`config.mk`:
```
export PLATFORM = sky130hd
export DESIGN_NAME = smart_selftest_threshold_autosave
export DESIGN_NICKNAME = d
export VERILOG_FILES = /design/src/rtl/smart_pkg.sv /design/src/rtl/smart_selftest_threshold_autosave.sv
export SDC_FILE = /design/constraint.sdc
export NUM_CORES = 1
export LEC_CHECK = 0
export ABC_AREA = 1
export BUFFER_PORTS_ARGS = -buffer_cell sky130_fd_sc_hd__buf_2
export CORE_MARGIN = 3
export CORE_UTILIZATION = 41
export CTS_CLUSTER_DIAMETER = 60
export CTS_CLUSTER_SIZE = 30
export DETAILED_ROUTE_END_ITERATION = 7
export GPL_TIMING_DRIVEN = 0
export PLACE_DENSITY = 0.67
export SLEW_MARGIN = 20
export SYNTH_ARGS = -nofsm -noshare
export SYNTH_HDL_FRONTEND = slang
export SYNTH_SLANG_ARGS = --single-unit
```
`constraint.sdc`:
```
create_clock -name ref_clk -period 32.3 [get_ports ref_clk]
set_clock_uncertainty 0.15 [all_clocks]
set_input_delay 6.46 -clock ref_clk [delete_from_list [all_inputs] [get_ports ref_clk]]
set_output_delay 6.46 -clock ref_clk [all_outputs]
set_load 0.1 [all_outputs]
```
`src/rtl/smart_pkg.sv`:
```
package smart_pkg;
    // Task-file command decode
    localparam logic [7:0] CMD_SMART = 8'hb0;
    localparam logic [7:0] FEAT_READ_THR = 8'hd1;
    localparam logic [7:0] FEAT_AUTOSAVE = 8'hd2;
    localparam logic [15:0] TRACK_KEY = 16'hc24f;
    localparam logic [7:0] SC_ONE_BLOCK = 8'h01;
    localparam logic [7:0] SC_AUTOSAVE_ON = 8'hf1;
    localparam logic [7:0] SC_AUTOSAVE_OFF = 8'h00;
    localparam logic [7:0] SC_DONE = 8'h00;
    // Threshold structure layout
    localparam logic [15:0] THR_REVISION = 16'h0005;
    localparam logic [8:0] IDX_REV_LO = 9'h000;
    localparam logic [8:0] IDX_REV_HI = 9'h001;
    localparam logic [8:0] IDX_ENT_FIRST = 9'h002;
    localparam logic [8:0] IDX_ENT_LAST = 9'h169;
    localparam logic [8:0] IDX_CHECKSUM = 9'h1ff;
    localparam logic [3:0] ENT_OFF_ID = 4'h0;
    localparam logic [3:0] ENT_OFF_THR = 4'h1;
    localparam logic [3:0] ENT_OFF_LAST = 4'hb;
    localparam int ENT_COUNT = 30;
    localparam logic [4:0] ENT_IDX_LAST = 5'h1d;
    localparam logic [7:0] THR_UNUSED = 8'hfe;
    localparam logic [7:0] BYTE_ZERO = 8'h00;
    // Self-test status byte
    localparam logic [3:0] ST_PASS = 4'h0;
    localparam logic [3:0] ST_RESET_INT = 4'h2;
    localparam logic [3:0] ST_FATAL = 4'h3;
    localparam logic [3:0] ST_LAST_FAIL = 4'h7;
    localparam logic [3:0] ST_RUNNING = 4'hf;
    localparam logic [3:0] REMAIN_MAX = 4'h9;
    localparam logic [3:0] REMAIN_DONE = 4'h0;
    // Capability bytes
    localparam int CAP_IMMEDIATE = 0;
    localparam int CAP_ABORT_RESTART = 2;
    localparam int CAP_READ_SCAN = 3;
    localparam int CAP_SELFTEST = 4;
    localparam int CAP_SAVE_PWR = 0;
    localparam int CAP_AUTOSAVE = 1;
    localparam logic [7:0] CAP_OFFLINE_NONE = 8'h00;
    localparam logic [15:0] CAP_SMART_NONE = 16'h0000;

    typedef enum logic [1:0] {
        S_IDLE = 2'b00,
        S_FILL = 2'b01,
        S_XFER = 2'b10,
        S_AUTOSAVE = 2'b11
    } cmd_state_t;
endpackage : smart_pkg

```
`src/rtl/smart_selftest_threshold_autosave.sv`:
```
// Notes on behaviour
// - Low nibble of self-test byte: tenths still to run, 0 to 9 only.
// - High nibble: status code; 15 while running, 8 to 14 never reported.
// - Code 0 pass or never run, 1 host abort, 2 reset, 3 fatal.
// - Failed element codes: 4 unknown, 5 electrical, 6 servo/seek, 7 read.
// - Off-line capability bits 0, 3 and 4 are one.
// - Capability bit 2 says whether a new command aborts or suspends collection.
// - Health capability bits 0 and 1 are one, bits 2 to 15 zero.
// - Off-line collection time field holds seconds.
// - Polling-time fields hold least minutes before first completion poll.
// - Last byte of the 512-byte structure is a checksum of the others.
// - Threshold read: feature D1h, key C24Fh, count 01h, one 512-byte block.
// - Threshold read: busy while filling, then data request, busy off, interrupt.
// - Structure opens with revision 0005h; bytes 362 to 510 are zero.
// - Bytes 2 to 361 hold thirty 12-byte entries.
// - Entry byte 0 identifier, byte 1 threshold, rest zero; FEh marks unused.
// - Autosave feature D2h: count F1h enables, other non-zero leaves unchanged.
// - Count zero disables autosave; other saves still allowed.
// - With autosave on, mode transitions request an attribute save.
// - Autosave state kept non-volatile across power cycles.
// - Autosave command: busy, apply, busy off, interrupt.
`timescale 1ns/10ps

module byte_fifo #(
    parameter int WIDTH = 8,
    parameter int DEPTH = 16
) (
    input wire logic ref_clk,
    input wire logic rst,
    input wire logic clk_en,
    input wire logic in_valid,
    output logic in_ready,
    input wire logic [WIDTH-1:0] in_data,
    output logic out_valid,
    input wire logic out_ready,
    output logic [WIDTH-1:0] out_data
);
    localparam int AW = $clog2(DEPTH);
    logic [WIDTH-1:0] mem [DEPTH];
    logic [AW:0] wr_ptr_r;
    logic [AW:0] rd_ptr_r;
    logic push;
    logic pop;

    assign out_valid = (wr_ptr_r != rd_ptr_r);
    assign in_ready = !((wr_ptr_r[AW-1:0] == rd_ptr_r[AW-1:0]) && (wr_ptr_r[AW] != rd_ptr_r[AW]));
    assign push = clk_en && in_valid && in_ready;
    assign pop = clk_en && out_valid && out_ready;
    assign out_data = mem[rd_ptr_r[AW-1:0]];

    always_ff @(posedge ref_clk) begin
        if (push) begin
            mem[wr_ptr_r[AW-1:0]] <= in_data;
        end
    end

    always_ff @(posedge ref_clk or posedge rst) begin
        if (rst) begin
            wr_ptr_r <= '0;
            rd_ptr_r <= '0;
        end else begin
            if (push) begin
                wr_ptr_r <= wr_ptr_r + 1'b1;
            end
            if (pop) begin
                rd_ptr_r <= rd_ptr_r + 1'b1;
            end
        end
    end
endmodule : byte_fifo

module smart_selftest_threshold_autosave
    import smart_pkg::*;
#(
    parameter int FIFO_DEPTH = 16,
    parameter logic [2:0] UNIT_ID = 3'h0,
    parameter logic ABORT_ON_CMD = 1'b0,
    parameter logic [15:0] OFFLINE_SECONDS = 16'h0000,
    parameter logic [7:0] POLL_SHORT_MIN = 8'h01,
    parameter logic [7:0] POLL_EXT_MIN = 8'h01
) (
    // Clock and reset
    input wire logic ref_clk,
    input wire logic rst,
    input wire logic clk_en,
    // Task file
    input wire logic cmd_valid,
    input wire logic [7:0] command_register,
    input wire logic [7:0] features_register,
    input wire logic [7:0] sector_count_register,
    input wire logic [15:0] track_key_registers,
    input wire logic [2:0] unit_select,
    input wire logic status_read,
    output logic busy_r,
    output logic drq_r,
    output logic intrq_r,
    output logic abort_r,
    output logic sc_done_r,
    // Data-in stream
    output logic data_valid_r,
    output logic [7:0] data_out_r,
    input wire logic data_ready,
    // Threshold table load
    input wire logic thr_wr_en,
    input wire logic [4:0] thr_wr_index,
    input wire logic [7:0] thr_wr_id,
    input wire logic [7:0] thr_wr_value,
    // Self-test results
    input wire logic selftest_update,
    input wire logic [3:0] selftest_code_in,
    input wire logic [3:0] selftest_remain_in,
    input wire logic selftest_reset_hit,
    output logic [7:0] selftest_status_r,
    // Capability fields
    output logic [7:0] offline_cap_r,
    output logic [15:0] smart_cap_r,
    output logic [15:0] offline_time_r,
    output logic [7:0] poll_short_r,
    output logic [7:0] poll_ext_r,
    // Autosave and non-volatile store
    input wire logic nv_autosave_pin,
    input wire logic mode_transition,
    output logic autosave_en_r,
    output logic nv_write_r,
    output logic attr_save_req_r
);
    cmd_state_t state_r;
    logic [7:0] ent_id [ENT_COUNT];
    logic [7:0] ent_thr [ENT_COUNT];
    logic gen_active_r;
    logic [8:0] idx_r;
    logic [3:0] ent_off_r;
    logic [4:0] ent_idx_r;
    logic [7:0] sum_r;
    logic [7:0] gen_byte;
    logic in_entry;
    logic fifo_in_ready;
    logic fifo_out_valid;
    logic fifo_out_ready;
    logic [7:0] fifo_out_data;
    logic push;
    logic take;
    logic [8:0] taken_r;
    logic accept;
    logic is_thr;
    logic is_autosave;
    logic nv_meta_r;
    logic nv_sync_r;
    logic nv_loaded_r;
    logic [7:0] host_sum_r;

    // Only idle takes a command; the host may not overlap them
    assign accept = clk_en && cmd_valid && (state_r == S_IDLE) && (unit_select == UNIT_ID);
    assign is_thr = (command_register == CMD_SMART) && (track_key_registers == TRACK_KEY)
        && (features_register == FEAT_READ_THR) && (sector_count_register == SC_ONE_BLOCK);
    assign is_autosave = (command_register == CMD_SMART) && (track_key_registers == TRACK_KEY)
        && (features_register == FEAT_AUTOSAVE);
    assign in_entry = (idx_r >= IDX_ENT_FIRST) && (idx_r <= IDX_ENT_LAST);
    assign push = clk_en && gen_active_r && fifo_in_ready;
    assign fifo_out_ready = !data_valid_r || data_ready;
    assign take = clk_en && data_valid_r && data_ready;

    always_comb begin
        gen_byte = BYTE_ZERO;
        if (idx_r == IDX_REV_LO) begin
            gen_byte = THR_REVISION[7:0];
        end else if (idx_r == IDX_REV_HI) begin
            gen_byte = THR_REVISION[15:8];
        end else if (in_entry && ent_off_r == ENT_OFF_ID) begin
            gen_byte = ent_id[ent_idx_r];
        end else if (in_entry && ent_off_r == ENT_OFF_THR) begin
            gen_byte = ent_thr[ent_idx_r];
        end else if (idx_r == IDX_CHECKSUM) begin
            gen_byte = 8'(BYTE_ZERO - sum_r);
        end
    end

    // Table defaults to unused entries until firmware loads it
    always_ff @(posedge ref_clk or posedge rst) begin
        if (rst) begin
            for (int i = 0; i < ENT_COUNT; i++) begin
                ent_id[i] <= BYTE_ZERO;
                ent_thr[i] <= THR_UNUSED;
            end
        end else if (clk_en && thr_wr_en && thr_wr_index <= ENT_IDX_LAST) begin
            ent_id[thr_wr_index] <= thr_wr_id;
            ent_thr[thr_wr_index] <= thr_wr_value;
        end
    end

    // Structure generator feeding the buffer
    always_ff @(posedge ref_clk or posedge rst) begin
        if (rst) begin
            gen_active_r <= 1'b0;
            idx_r <= '0;
            ent_off_r <= '0;
            ent_idx_r <= '0;
            sum_r <= '0;
        end else if (accept && is_thr) begin
            gen_active_r <= 1'b1;
            idx_r <= '0;
            ent_off_r <= '0;
            ent_idx_r <= '0;
            sum_r <= '0;
        end else if (push) begin
            sum_r <= sum_r + gen_byte;
            idx_r <= idx_r + 1'b1;
            if (idx_r == IDX_CHECKSUM) begin
                gen_active_r <= 1'b0;
            end
            if (in_entry) begin
                if (ent_off_r == ENT_OFF_LAST) begin
                    ent_off_r <= '0;
                    ent_idx_r <= ent_idx_r + 1'b1;
                end else begin
                    ent_off_r <= ent_off_r + 1'b1;
                end
            end
        end
    end

    byte_fifo #(
        .WIDTH(8),
        .DEPTH(FIFO_DEPTH)
    ) u_fifo (
        .ref_clk(ref_clk),
        .rst(rst),
        .clk_en(clk_en),
        .in_valid(gen_active_r),
        .in_ready(fifo_in_ready),
        .in_data(gen_byte),
        .out_valid(fifo_out_valid),
        .out_ready(fifo_out_ready),
        .out_data(fifo_out_data)
    );

    // Output stage keeps data ports on flip-flops
    always_ff @(posedge ref_clk or posedge rst) begin
        if (rst) begin
            data_valid_r <= 1'b0;
            data_out_r <= '0;
        end else if (clk_en && fifo_out_ready) begin
            data_valid_r <= fifo_out_valid;
            // Only real bytes are loaded, so an empty slot never reaches the port
            if (fifo_out_valid) begin
                data_out_r <= fifo_out_data;
            end
        end
    end

    // Command sequencer
    always_ff @(posedge ref_clk or posedge rst) begin
        if (rst) begin
            state_r <= S_IDLE;
            busy_r <= 1'b0;
            drq_r <= 1'b0;
            abort_r <= 1'b0;
            sc_done_r <= 1'b0;
            taken_r <= '0;
        end else if (clk_en) begin
            case (state_r)
                S_IDLE: begin
                    if (accept && is_thr) begin
                        busy_r <= 1'b1;
                        abort_r <= 1'b0;
                        sc_done_r <= 1'b0;
                        taken_r <= '0;
                        state_r <= S_FILL;
                    end else if (accept && is_autosave) begin
                        busy_r <= 1'b1;
                        abort_r <= 1'b0;
                        state_r <= S_AUTOSAVE;
                    end else if (accept) begin
                        abort_r <= 1'b1;
                    end
                end
                S_FILL: begin
                    // Buffer holds only part of the block, so data request opens once it is full
                    if (!fifo_in_ready || !gen_active_r) begin
                        busy_r <= 1'b0;
                        drq_r <= 1'b1;
                        state_r <= S_XFER;
                    end
                end
                S_XFER: begin
                    if (take) begin
                        taken_r <= taken_r + 1'b1;
                        if (taken_r == IDX_CHECKSUM) begin
                            drq_r <= 1'b0;
                            sc_done_r <= 1'b1;
                            state_r <= S_IDLE;
                        end
                    end
                end
                S_AUTOSAVE: begin
                    busy_r <= 1'b0;
                    state_r <= S_IDLE;
                end
                default: begin
                    state_r <= S_IDLE;
                end
            endcase
        end
    end

    // Interrupt: a new raise wins over a status read in the same cycle
    always_ff @(posedge ref_clk or posedge rst) begin
        if (rst) begin
            intrq_r <= 1'b0;
        end else if (clk_en) begin
            if ((state_r == S_FILL && (!fifo_in_ready || !gen_active_r))
                || state_r == S_AUTOSAVE || (accept && !is_thr && !is_autosave)) begin
                intrq_r <= 1'b1;
            end else if (status_read) begin
                intrq_r <= 1'b0;
            end
        end
    end

    // Non-volatile autosave setting, restored once after reset
    // Synchroniser has no reset: it keeps sampling during reset, so it is settled at release
    always_ff @(posedge ref_clk) begin
        if (clk_en) begin
            nv_meta_r <= nv_autosave_pin;
            nv_sync_r <= nv_meta_r;
        end
    end

    always_ff @(posedge ref_clk or posedge rst) begin
        if (rst) begin
            nv_loaded_r <= 1'b0;
            autosave_en_r <= 1'b0;
            nv_write_r <= 1'b0;
        end else if (clk_en) begin
            nv_write_r <= 1'b0;
            if (!nv_loaded_r) begin
                nv_loaded_r <= 1'b1;
                autosave_en_r <= nv_sync_r;
            end else if (state_r == S_AUTOSAVE) begin
                if (sector_count_register == SC_AUTOSAVE_ON) begin
                    autosave_en_r <= 1'b1;
                    nv_write_r <= 1'b1;
                end else if (sector_count_register == SC_AUTOSAVE_OFF) begin
                    autosave_en_r <= 1'b0;
                    nv_write_r <= 1'b1;
                end
            end
        end
    end

    always_ff @(posedge ref_clk or posedge rst) begin
        if (rst) begin
            attr_save_req_r <= 1'b0;
        end else if (clk_en) begin
            attr_save_req_r <= mode_transition && autosave_en_r;
        end
    end

    // Self-test status byte; reserved codes fold into fatal
    always_ff @(posedge ref_clk or posedge rst) begin
        if (rst) begin
            selftest_status_r <= {ST_PASS, REMAIN_DONE};
        end else if (clk_en) begin
            if (selftest_reset_hit && selftest_status_r[7:4] == ST_RUNNING) begin
                selftest_status_r <= {ST_RESET_INT, REMAIN_DONE};
            end else if (selftest_update) begin
                if (selftest_code_in == ST_RUNNING) begin
                    selftest_status_r <= {ST_RUNNING, (selftest_remain_in > REMAIN_MAX)
                        ? REMAIN_MAX : selftest_remain_in};
                end else if (selftest_code_in > ST_LAST_FAIL) begin
                    selftest_status_r <= {ST_FATAL, REMAIN_DONE};
                end else begin
                    selftest_status_r <= {selftest_code_in, REMAIN_DONE};
                end
            end
        end
    end

    always_ff @(posedge ref_clk or posedge rst) begin
        if (rst) begin
            offline_cap_r <= CAP_OFFLINE_NONE;
            smart_cap_r <= CAP_SMART_NONE;
            offline_time_r <= '0;
            poll_short_r <= '0;
            poll_ext_r <= '0;
        end else if (clk_en) begin
            offline_cap_r <= CAP_OFFLINE_NONE;
            offline_cap_r[CAP_IMMEDIATE] <= 1'b1;
            offline_cap_r[CAP_READ_SCAN] <= 1'b1;
            offline_cap_r[CAP_SELFTEST] <= 1'b1;
            offline_cap_r[CAP_ABORT_RESTART] <= ABORT_ON_CMD;
            smart_cap_r <= CAP_SMART_NONE;
            smart_cap_r[CAP_SAVE_PWR] <= 1'b1;
            smart_cap_r[CAP_AUTOSAVE] <= 1'b1;
            offline_time_r <= OFFLINE_SECONDS;
            poll_short_r <= POLL_SHORT_MIN;
            poll_ext_r <= POLL_EXT_MIN;
        end
    end

    always_ff @(posedge ref_clk or posedge rst) begin
        if (rst) begin
            host_sum_r <= '0;
        end else if (accept && is_thr) begin
            host_sum_r <= '0;
        end else if (take) begin
            host_sum_r <= host_sum_r + data_out_r;
        end
    end
endmodule : smart_selftest_threshold_autosave

```
==> key figures <==
Outcome
  • Status: finished clean

Critical path
  • Critical Path Fanout Max: 10
  • Flop2flop setup slack: 26.37 ns
  • Critical-path cell list: buf_2 -> buf_2 -> nand2_1 -> nor2_1 -> buf_4 -> nand2_2 -> nor2_1 -> clkbuf_1 -> nand2_1 -> o21ai_0
  • Worst EP arrival: 9.28 ns
  • CP Launch Type: input port
  • CP required: 32.70 ns
  • Crit end category: flop
  • Crit Path Category: input port to flop
  • Top Family by Delay on Critical Path: simple AND/OR/NAND/NOR gates
  • CP Buf/Inv Count: 4
  • Max stage delay cell, worst path: nor2_1
  • CP max stage delay: 0.85 ns

Placed design
  • IO Port Bufs: 111
  • Gpl congestion: 1.05
  • Post-DP HPWL: 91,500 um

STA
  • Final setup fails: 0
  • Slew Viols, Final: 0
  • Slew @ Worst Pin: 1.37 ns
  • Final hold slack: 0.271 ns
  • Hold Vio Cnt, Final: 0
  • Relative slew slack: 0.0843
  • RSZ-0062 raised after global routing: false
  • Max Fclk: 113 MHz
  • Tmin final: 8.88 ns
  • Tcrit/Tclk final: 0.275
  • Setup TNS: 0 ns

Global routing
  • Largest net degree at the start of global routing: 102
  • First-pass GRT wire length: 191,000 um
  • Initial antenna violation count: 3
  • Met3 Resource Use GR: 0.120
  • GR Layer Usage met1: 0.414
  • Gr ovfl total: 0
  • Overall routing resource usage: 0.319
  • Met2 usage in global routing: 0.454
  • Vias in the first global route: 27,500
  • Busiest grt layer: met2

Routing
  • DRC viols: 0
  • Vias: 29,400
  • DRT Pass-1 Iters: 6
  • Post-route ant nets: 0
  • Detailed Route Iter0 Violations: 4,564
  • Routed length per instance: 26.8 um
  • Total wire length: 133,000 um
  • Vias per cell: 5.92

Cells and area
  • Share of layout cells above drive strength 1: 0.157
  • Layout Nets: 3,995
  • Area growth, synth to finish: 13.6%
  • Utilization after layout: 0.475

Floorplan
  • Core Box Area: 0.0766 mm2
  • # rows: 101
  • Starting density of the core: 0.418
  • Die footprint: 0.0815 mm2
  • Die Ht: 285 um
  • Die width: 285 um
  • I/O Pins: 164

Clock tree
  • Hold Buf Count CTS: 0
  • CTS Buffer Depth: 3
  • CTS tree: yes
  • CTS clk-pin slew, worst paths: 0.09 ns
  • CTS buffer count: 55
  • CTS sink cnt: 684
  • H-tree depth: 2
  • Latest clock arrival within the worst-skew pair: 0.68 ns
  • Root Driver: clkbuf_16
  • Post-cts gate resize count: 0
  • Post-CTS Setup Inserts: 0

Synthesis
  • Mux cell area share after synthesis: 0.00442
  • Synth cell types: 52
  • Register bit count reported by yosys: 684
  • Synth Area in Compound Gates: 0.160
  • Yosys top cell by area: dfrtp_1
  • Cell area after synthesis: 0.0320 mm2
  • XOR/XNOR Fraction of Synth Area: 0.00657
  • Simple-gate share of the synthesized area: 0.187
  • Sequential share of the synthesized area: 0.563
  • Synth Area in Adders: 0.0100
  • Combinational family with the most area after synthesis: simple AND/OR/NAND/NOR gates
  • Yosys top cell area share: 0.269
  • Avg Cell Area, Syn: 8.74 um2
  • Yosys warning count: 0
  • Post-synthesis cell count: 3,663
  • Top post-synthesis cells by area: dfrtp_1 (27%), dfstp_2 (17%), edfxtp_1 (12%), nand2_1 (10%), o21ai_0 (8.8%)

Pwr
  • IR drop worst, VDD: 53.3 uV
  • Pleak: 15.6 nW
  • P per Cell Area: 61.7 mW/mm2

Run
  • Max-cap violations: 0

Worst hold path
  • Worst min-delay path class: flop to flop
[per-layer routing]
metal / up-vias / wire length [um]
li1: 12600 / -
met1: 14200 / 50100
met2: 2037 / 54800
met4: 2 / 9700
met3: 479 / 18600
met5: - / 13
[cells in the mapped netlist, drive strengths merged]
cell type and instances:
a21boi 1, a21oi 225, a22o 2, a22oi 15
a31oi 16, a32o 4, a41oi 1, and2 1
and3 3, buf 177, clkbuf 145, clkinv 4
conb 1, dfrtp 344, dfstp 210, edfxtp 130
fa 1, ha 24, inv 167, mux2 1
mux2i 13, nand2 877, nand3 208, nand3b 4
nand4 28, nor2 314, nor3 16, nor3b 1
nor4 8, o2111ai 1, o211ai 23, o21ai 615
o21bai 1, o221ai 13, o22ai 15, o31ai 8
o32ai 19, or2 3, xnor2 3, xor2 21
[cell usage in the layout, fill, tap and decap left out, types with 7 or more instances in the layout]
cell	Yosys	routed
nand2_1	869	869
o21ai_0	560	559
dfrtp_1	344	344
nor2_1	314	311
a21oi_1	224	223
dfstp_2	210	210
nand3_1	208	208
buf_2	95	206
inv_1	165	164
clkbuf_1	145	145
edfxtp_1	130	130
buf_4	58	58
o21ai_1	55	56
clkbuf_16	0	55
conb_1	1	49
nand4_1	24	24
ha_1	24	24
o211ai_1	23	23
buf_1	24	22
xor2_1	21	21
o32ai_1	19	19
a31oi_1	16	16
o22ai_1	15	15
a22oi_1	15	15
mux2i_1	13	13
o221ai_1	13	13
nor3_1	14	12
clkinv_8	0	9
inv_6	0	9
o31ai_1	8	8
inv_8	0	7
[sequential cells by signal (all words and copies together) (netlist names), 2 cells and up]
signal,count
u_fifo.wr_ptr_r,5
ent_thr,240
idx_r,9
taken_r,9
sum_r,8
ent_off_r,4
data_out_r,8
u_fifo.mem,128
state_r,2
u_fifo.rd_ptr_r,5
ent_idx_r,5
selftest_status_r,8
ent_id,240
[cells by family (layout without fill, tap and decap cells)]
kind of cell / after synthesis / in the layout
AOI/OAI and AO/OA: 959 / 959
and+or+nand+nor: 1463 / 1463
xor gates and xnor gates: 24 / 24
muxes: 14 / 14
adders and majority gates: 25 / 25
other: 1 / 52
DFF: 684 / 684
buffers and inverters: 493 / 716
[final timing paths]
kind                         startpoint      endpoint  depth (start not counted)
max                              clk_en  ent_thr[128]                         10
min                           nv_meta_r     nv_sync_r                          0
max reg2reg                ent_idx_r[0]      sum_r[7]                         19
min reg2reg                   nv_meta_r     nv_sync_r                          0
max in group asynchronous           rst  ent_thr[102]                          6
min in group asynchronous           rst    ent_id[42]                          2
[where the power goes]
| group | total [W] | leakage [nW] | switching [W] | internal (W) |
|---|---|---|---|---|
| Clock | 0.000775 | 0.998 | 0.000405 | 0.000370 |
| Sequential | 0.00106 | 7.72 | 0.0000542 | 0.00100 |
| Combinational | 0.000412 | 6.91 | 0.000301 | 0.000111 |
| Total | 0.00224 | 15.6 | 0.000761 | 0.00148 |
[metrics by stage]
stage               worst slack (ns)  cells  cell area (um2)  power [W]
floorplan                      10.55   3711            32200    0.00134
global placement                3.58   4852            34000    0.00146
detailed placement             22.86   4860            34300    0.00147
CTS                            23.52   4964            36300    0.00223
global route                   23.43   4964            36300    0.00232
finish                         23.42   4967            36300    0.00224
[final cells by class]
type                    instances  area (um2)
flip-flops and latches        684       18000
well taps                    1030        1290
inverters                     171         649
clock inverters                43         653
clock buffers                  61        1430
diodes                          3        7.51
plain buffers                 322        1550
repair buffers                119         743
fillers                      7490       40200
multi-input cells            2534       12000
(Power assumes the default switching activity.)
